--- config.mk ---
export PLATFORM = sky130hd
export DESIGN_NAME = control_frame_channel
export DESIGN_NICKNAME = d
export VERILOG_FILES = /design/src/verilog/ic_codec_pkg.sv /design/src/verilog/control_frame_channel.sv
export SDC_FILE = /design/constraint.sdc
export NUM_CORES = 1
export LEC_CHECK = 0
export CAP_MARGIN = 20
export CORE_MARGIN = 2
export CORE_UTILIZATION = 50
export DETAILED_ROUTE_END_ITERATION = 8
export DONT_BUFFER_PORTS = 1
export SLEW_MARGIN = 20
export SYNTH_ARGS = -nofsm -noshare
export SYNTH_HDL_FRONTEND = slang
export SYNTH_SLANG_ARGS = --single-unit
--- constraint.sdc ---
create_clock -name clk -period 3.82 [get_ports clk]
set_clock_uncertainty 0.15 [all_clocks]
set_input_delay 0.573 -clock clk [delete_from_list [all_inputs] [get_ports clk]]
set_output_delay 0.573 -clock clk [all_outputs]
set_load 0.02 [all_outputs]
--- src/verilog/ic_codec_pkg.sv ---
package ic_codec_pkg;

  // ---------------------------------------------------------------
  // Register map (byte addresses)
  // ---------------------------------------------------------------
  localparam logic [7:0] ADDR_CTRL = 8'h00;
  localparam logic [7:0] ADDR_TXA  = 8'h04;
  localparam logic [7:0] ADDR_TXB  = 8'h08;
  localparam logic [7:0] ADDR_TXC  = 8'h0c;
  localparam logic [7:0] ADDR_STAT = 8'h10;
  localparam logic [7:0] ADDR_RXA  = 8'h14;
  localparam logic [7:0] ADDR_RXB  = 8'h18;
  localparam logic [7:0] ADDR_RXC  = 8'h1c;

  localparam logic [31:0] CTRL_MASK  = 32'h0000007f;
  localparam logic [31:0] TXA_MASK   = 32'h3f073f3f;
  localparam logic [31:0] TXB_MASK   = 32'h3f3f0737;
  localparam logic [31:0] TXC_MASK   = 32'h7fffffff;
  localparam logic [31:0] CTRL_RESET = 32'h00000000;
  localparam logic [31:0] TXA_RESET  = 32'h00070000;
  localparam logic [31:0] TXB_RESET  = 32'h00000707;
  localparam logic [31:0] TXC_RESET  = 32'h0ccccccc;

  // ---------------------------------------------------------------
  // Field positions
  // ---------------------------------------------------------------
  localparam int CTRL_EN_BIT      = 0;
  localparam int CTRL_PHASE_LSB   = 1;
  localparam int CTRL_BEARER_LSB  = 3;
  localparam int CTRL_LOOPREQ_BIT = 5;
  localparam int CTRL_LOOPACT_BIT = 6;
  localparam int SEQ_LSB          = 0;
  localparam int GROUP_LSB        = 8;
  localparam int MODE_LSB         = 16;
  localparam int RATE_LSB         = 24;
  localparam int FINE_LSB         = 0;
  localparam int BASE_BIT         = 4;
  localparam int MAKER_BIT        = 5;
  localparam int ISSUE_LSB        = 8;
  localparam int EQ_BIT           = 12;
  localparam int REQ_BIT          = 13;
  localparam int ACT_BIT          = 14;
  localparam int SUBADDR_LSB      = 16;
  localparam int XFER_LSB         = 24;
  localparam int COUNT_LSB        = 28;
  localparam int STAT_LOCK_BIT    = 0;
  localparam int STAT_NEW_BIT     = 1;
  localparam int STAT_LOST_BIT    = 2;
  localparam int STAT_GROUP_BIT   = 3;

  // ---------------------------------------------------------------
  // Frame constants
  // ---------------------------------------------------------------
  localparam logic [6:0] ALIGN_BODY    = 7'h3f;
  localparam logic [3:0] FRAME_LAST    = 4'hf;
  localparam logic [3:0] DIGIT_FIRST   = 4'h9;
  localparam logic [7:0] IC_POSITION   = 8'h80;
  localparam logic [3:0] END_OF_NUMBER = 4'hc;
  localparam logic [2:0] FILL_ONES     = 3'h7;
  localparam logic [2:0] FINE_MAX_56   = 3'h6;
  localparam logic [2:0] MODE_0        = 3'h0;
  localparam logic [2:0] MODE_1        = 3'h1;
  localparam logic [2:0] MODE_2        = 3'h2;
  localparam logic [2:0] MODE_3        = 3'h3;

  typedef enum logic [1:0] {
    PHASE_NEGOTIATE = 2'h0,
    PHASE_EQUALIZE  = 2'h1,
    PHASE_CALL      = 2'h2,
    PHASE_IDLE      = 2'h3
  } phase_t;

  typedef enum logic [1:0] {
    BEARER_64      = 2'h0,
    BEARER_56_FAC  = 2'h1,
    BEARER_56_BASE = 2'h2,
    BEARER_SPARE   = 2'h3
  } bearer_t;

  typedef enum logic [2:0] {
    RX_HUNT   = 3'b001,
    RX_VERIFY = 3'b010,
    RX_LOCKED = 3'b100
  } rx_state_t;

endpackage

--- src/verilog/control_frame_channel.sv ---
`timescale 1ns/100ps
// Behaviour
// - Negotiation uses whole master channel bandwidth
// - Modes 2,3: octet 128 equalize through call
// - Mode 1 octet 128 only equalizing; mode 0 none
// - Frame opens with zero-then-ones alignment octet
// - Later octets carry leading one marker
// - 64k bearers send eighth bit one
// - 56k facility: eighth bit is network signalling
// - 56k baseband: seven-bit units only
// - Octet 2 channel number; zero means negotiation
// - First channel is 1, ascending; rx orders
// - Sent channel numbers independent of received
// - Octet 3 carries call group tag
// - Group tag zero only while negotiating
// - Octet 4 carries three-bit operating mode
// - Reserved bits sent one, ignored on receipt
// - Octet 5 carries six-bit rate factor
// - Modes 0-2: fine factor ones, ignored
// - Mode 3 fine factor max 6 or 7
// - Octet 6 bit 5 selects base rate
// - Octet 6 bit 7 flags maker code
// - Octet 7 bit 2 marks equalized call
// - Octet 7 bit 3 requests far loopback
// - Octet 7 bit 4 reports own loopback
// - Octet 7 bits 5-7 issue level, ones unused
// - Digits left justified, end code fills rest
module control_frame_channel
  import ic_codec_pkg::*;
(
  input  wire logic        clk,
  input  wire logic        reset_n,
  input  wire logic        cyc,
  input  wire logic        stb,
  input  wire logic        we,
  input  wire logic [3:0]  sel,
  input  wire logic [7:0]  adr,
  input  wire logic [31:0] dat_w,
  output logic      [31:0] dat_r,
  output logic             ack,
  input  wire logic        bearer_tick,
  input  wire logic [7:0]  agg_octet_pos,
  input  wire logic        sig_off_hook,
  output logic      [7:0]  tx_octet,
  output logic             tx_octet_valid,
  output logic             tx_frame_start,
  output logic             tx_seven_bit,
  input  wire logic [7:0]  rx_octet,
  input  wire logic        rx_octet_valid,
  output logic             rx_locked
);

  // ---------------------------------------------------------------
  // Registers and bus slave
  // ---------------------------------------------------------------
  logic [31:0] ctrl, txa, txb, txc, rxa, rxb, rxc;
  logic [31:0] next_ctrl, next_txa, next_txb, next_txc;
  logic [31:0] next_dat_r;
  logic        next_ack;
  logic        st_new, st_lost, st_group;
  logic        next_st_new, next_st_lost, next_st_group;
  logic        access, wr_stat, rx_commit, rx_break, group_misuse;

  function automatic logic [31:0] merge(input logic [31:0] old, input logic [31:0] mask);
    logic [31:0] res;
    res = old;
    for (int b = 0; b < 4; b++) begin
      if (sel[b]) begin
        res[8*b +: 8] = dat_w[8*b +: 8];
      end
    end
    return res & mask;
  endfunction

  assign access  = cyc & stb & ~ack;
  assign wr_stat = access & we & (adr == ADDR_STAT) & sel[0];

  always_comb begin
    next_ack      = access;
    next_dat_r    = dat_r;
    next_ctrl     = ctrl;
    next_txa      = txa;
    next_txb      = txb;
    next_txc      = txc;
    if (access && we) begin
      case (adr)
        ADDR_CTRL: next_ctrl = merge(ctrl, CTRL_MASK);
        ADDR_TXA:  next_txa  = merge(txa, TXA_MASK);
        ADDR_TXB:  next_txb  = merge(txb, TXB_MASK);
        ADDR_TXC:  next_txc  = merge(txc, TXC_MASK);
        default:   next_ctrl = ctrl;
      endcase
    end
    if (access && !we) begin
      case (adr)
        ADDR_CTRL: next_dat_r = ctrl;
        ADDR_TXA:  next_dat_r = txa;
        ADDR_TXB:  next_dat_r = txb;
        ADDR_TXC:  next_dat_r = txc;
        ADDR_STAT: next_dat_r = {28'h0, st_group, st_lost, st_new, rx_locked};
        ADDR_RXA:  next_dat_r = rxa;
        ADDR_RXB:  next_dat_r = rxb;
        ADDR_RXC:  next_dat_r = rxc;
        default:   next_dat_r = 32'h0;
      endcase
    end
    // Hardware set wins over a write-one clear in the same cycle
    next_st_new   = (st_new & ~(wr_stat & dat_w[STAT_NEW_BIT])) | rx_commit;
    next_st_lost  = (st_lost & ~(wr_stat & dat_w[STAT_LOST_BIT])) | rx_break;
    next_st_group = (st_group & ~(wr_stat & dat_w[STAT_GROUP_BIT])) | group_misuse;
  end

  always_ff @(posedge clk or negedge reset_n) begin
    if (!reset_n) begin
      ack      <= 1'b0;
      dat_r    <= 32'h0;
      ctrl     <= CTRL_RESET;
      txa      <= TXA_RESET;
      txb      <= TXB_RESET;
      txc      <= TXC_RESET;
      st_new   <= 1'b0;
      st_lost  <= 1'b0;
      st_group <= 1'b0;
    end else begin
      ack      <= next_ack;
      dat_r    <= next_dat_r;
      ctrl     <= next_ctrl;
      txa      <= next_txa;
      txb      <= next_txb;
      txc      <= next_txc;
      st_new   <= next_st_new;
      st_lost  <= next_st_lost;
      st_group <= next_st_group;
    end
  end

  // ---------------------------------------------------------------
  // Transmit framer
  // ---------------------------------------------------------------
  phase_t     phase;
  bearer_t    bearer;
  logic [2:0] mode, fine;
  logic       tx_en, ic_here, bit8;
  logic [3:0] tx_idx, next_tx_idx, out_idx, next_out_idx;
  logic [7:0] next_tx_octet;
  logic       next_tx_valid, next_tx_start, next_tx_seven;

  assign phase  = phase_t'(ctrl[CTRL_PHASE_LSB +: 2]);
  assign bearer = bearer_t'(ctrl[CTRL_BEARER_LSB +: 2]);
  assign tx_en  = ctrl[CTRL_EN_BIT];
  assign mode   = txa[MODE_LSB +: 3];

  always_comb begin
    case (phase)
      PHASE_NEGOTIATE: ic_here = 1'b1;
      PHASE_EQUALIZE:  ic_here = (mode == MODE_1 || mode == MODE_2 || mode == MODE_3)
                                 && agg_octet_pos == IC_POSITION;
      PHASE_CALL:      ic_here = (mode == MODE_2 || mode == MODE_3)
                                 && agg_octet_pos == IC_POSITION;
      default:         ic_here = 1'b0;
    endcase
    ic_here = ic_here & tx_en & bearer_tick;
  end

  always_comb begin
    fine = txb[FINE_LSB +: 3];
    if (mode != MODE_3) begin
      fine = FILL_ONES;
    end else if (!txb[BASE_BIT] && fine > FINE_MAX_56) begin
      fine = FINE_MAX_56;
    end
    case (bearer)
      BEARER_56_FAC:  bit8 = sig_off_hook;
      BEARER_56_BASE: bit8 = 1'b0;
      default:        bit8 = 1'b1;
    endcase
  end

  // Seven-bit body b1..b7 of the octet at a given frame index
  function automatic logic [6:0] tx_body(input logic [3:0] idx);
    logic [2:0] k;
    logic [3:0] dig;
    k   = 3'(idx - DIGIT_FIRST);
    dig = (k < txc[COUNT_LSB +: 3]) ? txc[4*k +: 4] : END_OF_NUMBER;
    case (idx)
      4'h0: tx_body = ALIGN_BODY;
      4'h1: tx_body = {1'b1, txa[SEQ_LSB +: 6]};
      4'h2: tx_body = {1'b1, txa[GROUP_LSB +: 6]};
      4'h3: tx_body = {1'b1, mode, FILL_ONES};
      4'h4: tx_body = {1'b1, txa[RATE_LSB +: 6]};
      4'h5: tx_body = {1'b1, fine, txb[BASE_BIT], 1'b1, txb[MAKER_BIT]};
      4'h6: tx_body = {1'b1, phase == PHASE_CALL, ctrl[CTRL_LOOPREQ_BIT],
                       ctrl[CTRL_LOOPACT_BIT], txb[ISSUE_LSB +: 3]};
      4'h7: tx_body = {1'b1, txb[SUBADDR_LSB +: 6]};
      4'h8: tx_body = {1'b1, txb[XFER_LSB +: 6]};
      default: tx_body = {3'b111, dig};
    endcase
  endfunction

  always_comb begin
    next_tx_idx   = tx_idx;
    next_out_idx  = out_idx;
    next_tx_octet = tx_octet;
    next_tx_valid = 1'b0;
    next_tx_start = 1'b0;
    next_tx_seven = (bearer == BEARER_56_BASE);
    group_misuse  = 1'b0;
    if (ic_here) begin
      next_tx_octet = {tx_body(tx_idx), bit8};
      next_tx_valid = 1'b1;
      next_tx_start = (tx_idx == 4'h0);
      next_out_idx  = tx_idx;
      next_tx_idx   = tx_idx + 4'h1;
      group_misuse  = (tx_idx == 4'h2) && phase != PHASE_NEGOTIATE
                      && txa[GROUP_LSB +: 6] == 6'h0;
    end
    if (!tx_en) begin
      next_tx_idx = 4'h0;
    end
  end

  always_ff @(posedge clk or negedge reset_n) begin
    if (!reset_n) begin
      tx_idx         <= 4'h0;
      out_idx        <= 4'h0;
      tx_octet       <= 8'h0;
      tx_octet_valid <= 1'b0;
      tx_frame_start <= 1'b0;
      tx_seven_bit   <= 1'b0;
    end else begin
      tx_idx         <= next_tx_idx;
      out_idx        <= next_out_idx;
      tx_octet       <= next_tx_octet;
      tx_octet_valid <= next_tx_valid;
      tx_frame_start <= next_tx_start;
      tx_seven_bit   <= next_tx_seven;
    end
  end

  // ---------------------------------------------------------------
  // Receive deframer
  // ---------------------------------------------------------------
  rx_state_t  rx_state, next_rx_state;
  logic [3:0] rx_idx, next_rx_idx;
  logic [6:0] rx_buf [15];
  logic [6:0] next_rx_buf [15];
  logic [6:0] body;
  logic [31:0] next_rxa, next_rxb, next_rxc;
  logic       is_align, next_rx_locked;

  assign body     = rx_octet[7:1];
  assign is_align = (body == ALIGN_BODY);

  always_comb begin
    next_rx_state = rx_state;
    next_rx_idx   = rx_idx;
    next_rx_buf   = rx_buf;
    next_rxa      = rxa;
    next_rxb      = rxb;
    next_rxc      = rxc;
    rx_commit     = 1'b0;
    rx_break      = 1'b0;
    if (rx_octet_valid) begin
      case (rx_state)
        RX_HUNT: begin
          if (is_align) begin
            next_rx_state = RX_VERIFY;
            next_rx_idx   = 4'h1;
          end
        end
        RX_VERIFY, RX_LOCKED: begin
          if (rx_idx == 4'h0) begin
            if (is_align) begin
              next_rx_idx = 4'h1;
            end else begin
              next_rx_state = RX_HUNT;
              rx_break      = (rx_state == RX_LOCKED);
            end
          end else if (!body[6]) begin
            next_rx_state = is_align ? RX_VERIFY : RX_HUNT;
            next_rx_idx   = 4'h1;
            rx_break      = (rx_state == RX_LOCKED);
          end else begin
            next_rx_buf[4'(rx_idx - 4'h1)] = body;
            next_rx_idx = rx_idx + 4'h1;
            if (rx_idx == FRAME_LAST) begin
              next_rx_state = RX_LOCKED;
              rx_commit     = 1'b1;
              // Reserved fields are dropped; fine factor kept only in mode 3
              next_rxa = {2'h0, next_rx_buf[3][5:0], 5'h0, next_rx_buf[2][5:3],
                          2'h0, next_rx_buf[1][5:0], 2'h0, next_rx_buf[0][5:0]};
              // Equalized flag lands in bit 12, loop active in bit 14
              next_rxb = {2'h0, next_rx_buf[7][5:0], 2'h0, next_rx_buf[6][5:0],
                          1'b0, next_rx_buf[5][3], next_rx_buf[5][4], next_rx_buf[5][5],
                          1'b0, next_rx_buf[5][2:0],
                          2'h0, next_rx_buf[4][0], next_rx_buf[4][2],
                          1'b0, (next_rx_buf[2][5:3] == MODE_3)
                                ? next_rx_buf[4][5:3] : 3'h0};
              next_rxc = {4'h0, next_rx_buf[14][3:0], next_rx_buf[13][3:0],
                          next_rx_buf[12][3:0], next_rx_buf[11][3:0],
                          next_rx_buf[10][3:0], next_rx_buf[9][3:0],
                          next_rx_buf[8][3:0]};
            end
          end
        end
        default: next_rx_state = RX_HUNT;
      endcase
    end
    next_rx_locked = (next_rx_state == RX_LOCKED);
  end

  always_ff @(posedge clk or negedge reset_n) begin
    if (!reset_n) begin
      rx_state  <= RX_HUNT;
      rx_idx    <= 4'h0;
      rx_locked <= 1'b0;
      rxa       <= 32'h0;
      rxb       <= 32'h0;
      rxc       <= 32'h0;
      for (int i = 0; i < 15; i++) begin
        rx_buf[i] <= 7'h0;
      end
    end else begin
      rx_state  <= next_rx_state;
      rx_idx    <= next_rx_idx;
      rx_locked <= next_rx_locked;
      rxa       <= next_rxa;
      rxb       <= next_rxb;
      rxc       <= next_rxc;
      rx_buf    <= next_rx_buf;
    end
  end

  // Index of the last octet sent; parked at the frame end while disabled
  logic [3:0] sent_idx, next_sent_idx;

  always_comb begin
    next_sent_idx = sent_idx;
    if (!tx_en) begin
      next_sent_idx = FRAME_LAST;
    end else if (tx_octet_valid) begin
      next_sent_idx = out_idx;
    end
  end

  always_ff @(posedge clk or negedge reset_n) begin
    if (!reset_n) begin
      sent_idx <= FRAME_LAST;
    end else begin
      sent_idx <= next_sent_idx;
    end
  end
endmodule

==> qor.txt <==
Routed WL per cell: 24.3 um
routed wire length: 37,200 um
CP Launch Type: flop
pin count of the biggest net entering global routing: 282
kind of cell adding the most delay to the critical path: simple AND/OR/NAND/NOR gates
Port Buf Inserts: 0
worst slew pin tran: 0.809 ns
pwr dens: 417 nW/um^2
leak pwr: 7.05 nW
fin nets: 1,249
layout cells sized above 1: 24.7%
worst min-delay path category: primary input to async pin
Seq/Total Area, Yosys: 51.1%
asr flop ratio synth: 100%
n_diodes: 0
TritonCTS Sinks: 281
EDFF count, synth: 0
Root Driver: clkbuf_16
grt ovf: 0
final setup TNS: 0 ns
FF/Latch Area: 7060 sq um
worst reg-to-reg path cell count: 7
RSZ-0062 raised after global routing: false
maximum vdd ir drop: 0.000332 V
Worst EP arrival: 3.37 ns
Final period util: 81.0%
number of global-route vias before repair: 9,282
final core occ: 55.7%
cells along the critical path: inv_1 -> ha_1 -> or3b_2 -> and2_2 -> nand3_1 -> or2_1 -> mux2_4
Die W: 170 um
worst skew pair latency: 0.55 ns
site row count: 60
synthesized flop and latch total: 281
DRT Pass-1 Iters: 7
max_slew headroom: 46.0%
H-tree Lvls: 1
main area contributors after synthesis: dfrtp_1 (47%), mux2_2 (13%), nand2_1 (5.1%)
final hold vios: 272
minimum period implied by the final worst setup slack: 3.10 ns
hpwl dp: 26,500 um
Multi-input gate area: 6250 sq um
Boundary Pins: 113
Yosys top cell area share: 46.5%
global-route wire length before repair: 57,100 um
CP Class: flop to flop
GRT Overall Usage: 26.1%
final setup vio count: 0
clock buffer depth: 3
Primary FF master, synth: dfrtp_1
Synth Instances: 1,205
Via density: 6.12
CP bufs+invs: 1
Vias: 9,383
crit path max-delay cell type: or3b_2
Die H: 170 um
die area: 29,000 sq um
Worst setup EP type: flop
status: finished with violations
Clock transition at path regs: 0.06 ns
cell count along the critical path: 7
cell taking the most area after synthesis: dfrtp_1
Syn Nets: 1,286
number of CTS-inserted buffers: 31
worst path required time: 4.09 ns
Detailed Route Iter0 Violations: 808
Starting Density: 51.2%
Unique masters post-synth: 78
Layout area overhead: 8.97%
placer's final routability congestion estimate: 0.925
CTS tree: built
Slew Limit Fails: 0
netlist area before placement: 13,800 sq um
Hold Slack: -0.426 ns
synth warn: 0
CP peak stage delay: 0.52 ns
failing checks: hold timing
Core Box Area: 27,000 sq um
post-route ant nets: 0
Filler Cell Count: 2,361
Max-Cap Viols: 0
antenna violations before repair: 0
DRC: 0
Achievable Freq: 323 MHz
Synth Area per Inst: 11.5 sq um
crit path max fanout: 11
-- metrics by stage --
stage               hold WS [ns]  worst slack [ns]  instance area (sq um)  power [W]  instances
detailed placement         0.134             0.725                  13900    0.00315       1475
global placement           0.134             0.774                  13900    0.00315       1475
global route              -0.453             0.537                  15100    0.00648       1533
finish                    -0.426             0.724                  15100    0.00628       1533
CTS                       -0.442             0.722                  15100    0.00633       1532
floorplan                  0.127             0.849                  13800    0.00316       1205
-- flip-flops by register name, summed over array words and instances, names as in the netlist, 3 cells and up --
| register | count |
|---|---|
| rx_buf | 72 |
| ctrl | 7 |
| txb | 20 |
| rx_idx | 4 |
| rxa | 21 |
| tx_idx | 4 |
| rxc | 28 |
| txc | 31 |
| txa | 21 |
| rxb | 23 |
| rx_state | 3 |
| tx_octet | 8 |
| dat_r | 31 |
-- what timing repair did --
action / CTS / global route
setup endpoints to repair: 0 / 0
endpoints found under the hold margin: 281 / 282
resized for setup: 0 / 0
buffers inserted: 0 / 0
-- layout make-up --
class / instances / share of cell area [%]
Inverter: 20 / 0.498
Timing Repair Buffer: 16 / 0.897
Clock inverter: 8 / 1.11
Tap cell: 341 / 2.83
Clock buffer: 49 / 6.26
Sequential cell: 281 / 46.9
Multi-Input combinational cell: 818 / 41.5
-- placed cells by master, fill, tap and decap left out, types with 7 or more instances in the layout --
cell type  count
dfstp_2       24
a221oi_1       8
nor2b_1        9
nand3_1       25
a31oi_1        7
o21ai_0       92
nand3b_1       7
a21oi_1       21
clkbuf_1       8
nand2b_1       7
dfrtp_1      257
inv_1         19
mux4_2        23
a32oi_1        7
clkbuf_8      10
ha_1          13
nand2_1      186
and2_1         8
mux2i_1       67
mux2_2       156
and3_1        10
a22oi_1        8
nor3_1         8
clkbuf_16     31
a22o_1        15
o211ai_1       8
buf_4         14
nor2_1        30
or2_1          7
-- path summary, 6_finish.rpt --
check / start / end / slack [ns]
setup / recovery: rx_idx[0] / rx_buf[73] / 0.72
hold / removal: reset_n / dat_r[16] / -0.43
setup reg to reg: rx_idx[0] / rx_buf[73] / 0.72
hold reg to reg: rxb[16] / rxb[16] / 0.32
max in group asynchronous: reset_n / txc[10] / 3.46
min in group clk: dat_w[10] / txb[10] / 0.02
-- power by group --
| part | total, W | internal, W | leakage (nW) | switching [W] |
|---|---|---|---|---|
| registers | 0.00302 | 0.00299 | 3.84 | 0.0000253 |
| logic | 0.0000761 | 0.0000401 | 2.67 | 0.0000360 |
| clock network | 0.00318 | 0.00202 | 0.542 | 0.00117 |
| total | 0.00628 | 0.00505 | 7.05 | 0.00123 |
-- Yosys cell counts, drive strengths merged (7+ instances only) --
library cell,instances
nor4,9
mux4,23
nor2b,9
a211oi,7
mux2i,67
a31oi,7
ha,13
inv,19
buf,34
a21oi,21
mux2,161
nand2b,7
a22o,15
nand3,26
o211ai,8
and3,10
or2,7
dfstp,24
nand2,187
a22oi,8
o21ai,99
nor2,31
a32oi,7
and2,10
dfrtp,257
a221oi,8
clkbuf,47
nand3b,7
nor3,8
-- routing by layer --
metal	share of wire, %	GRT usage, %	vias up
met3	6.2	4.91	49
met5	0	0	-
met2	45	40.4	282
met4	2.7	7.02	0
li1	-	-	4263
met1	46	37.7	4789
-- kinds of logic (layout without fill, tap and decap cells) --
kind of cell             after synthesis  in the layout  share of synthesized area, %
flip-flops                           281            281                          51.1
adder cells (fa/ha/maj)               13             13                          1.18
buffers and inverters                106             93                          3.73
other                                  1              1                        0.0271
AO/OA/AOI/OAI                        215            215                          10.4
AND/OR/NAND/NOR                      333            333                          11.4
multiplexers                         251            251                          21.8
XOR/XNOR                               5              5                         0.317
No activity file was read; power rests on OpenSTA's default activity.
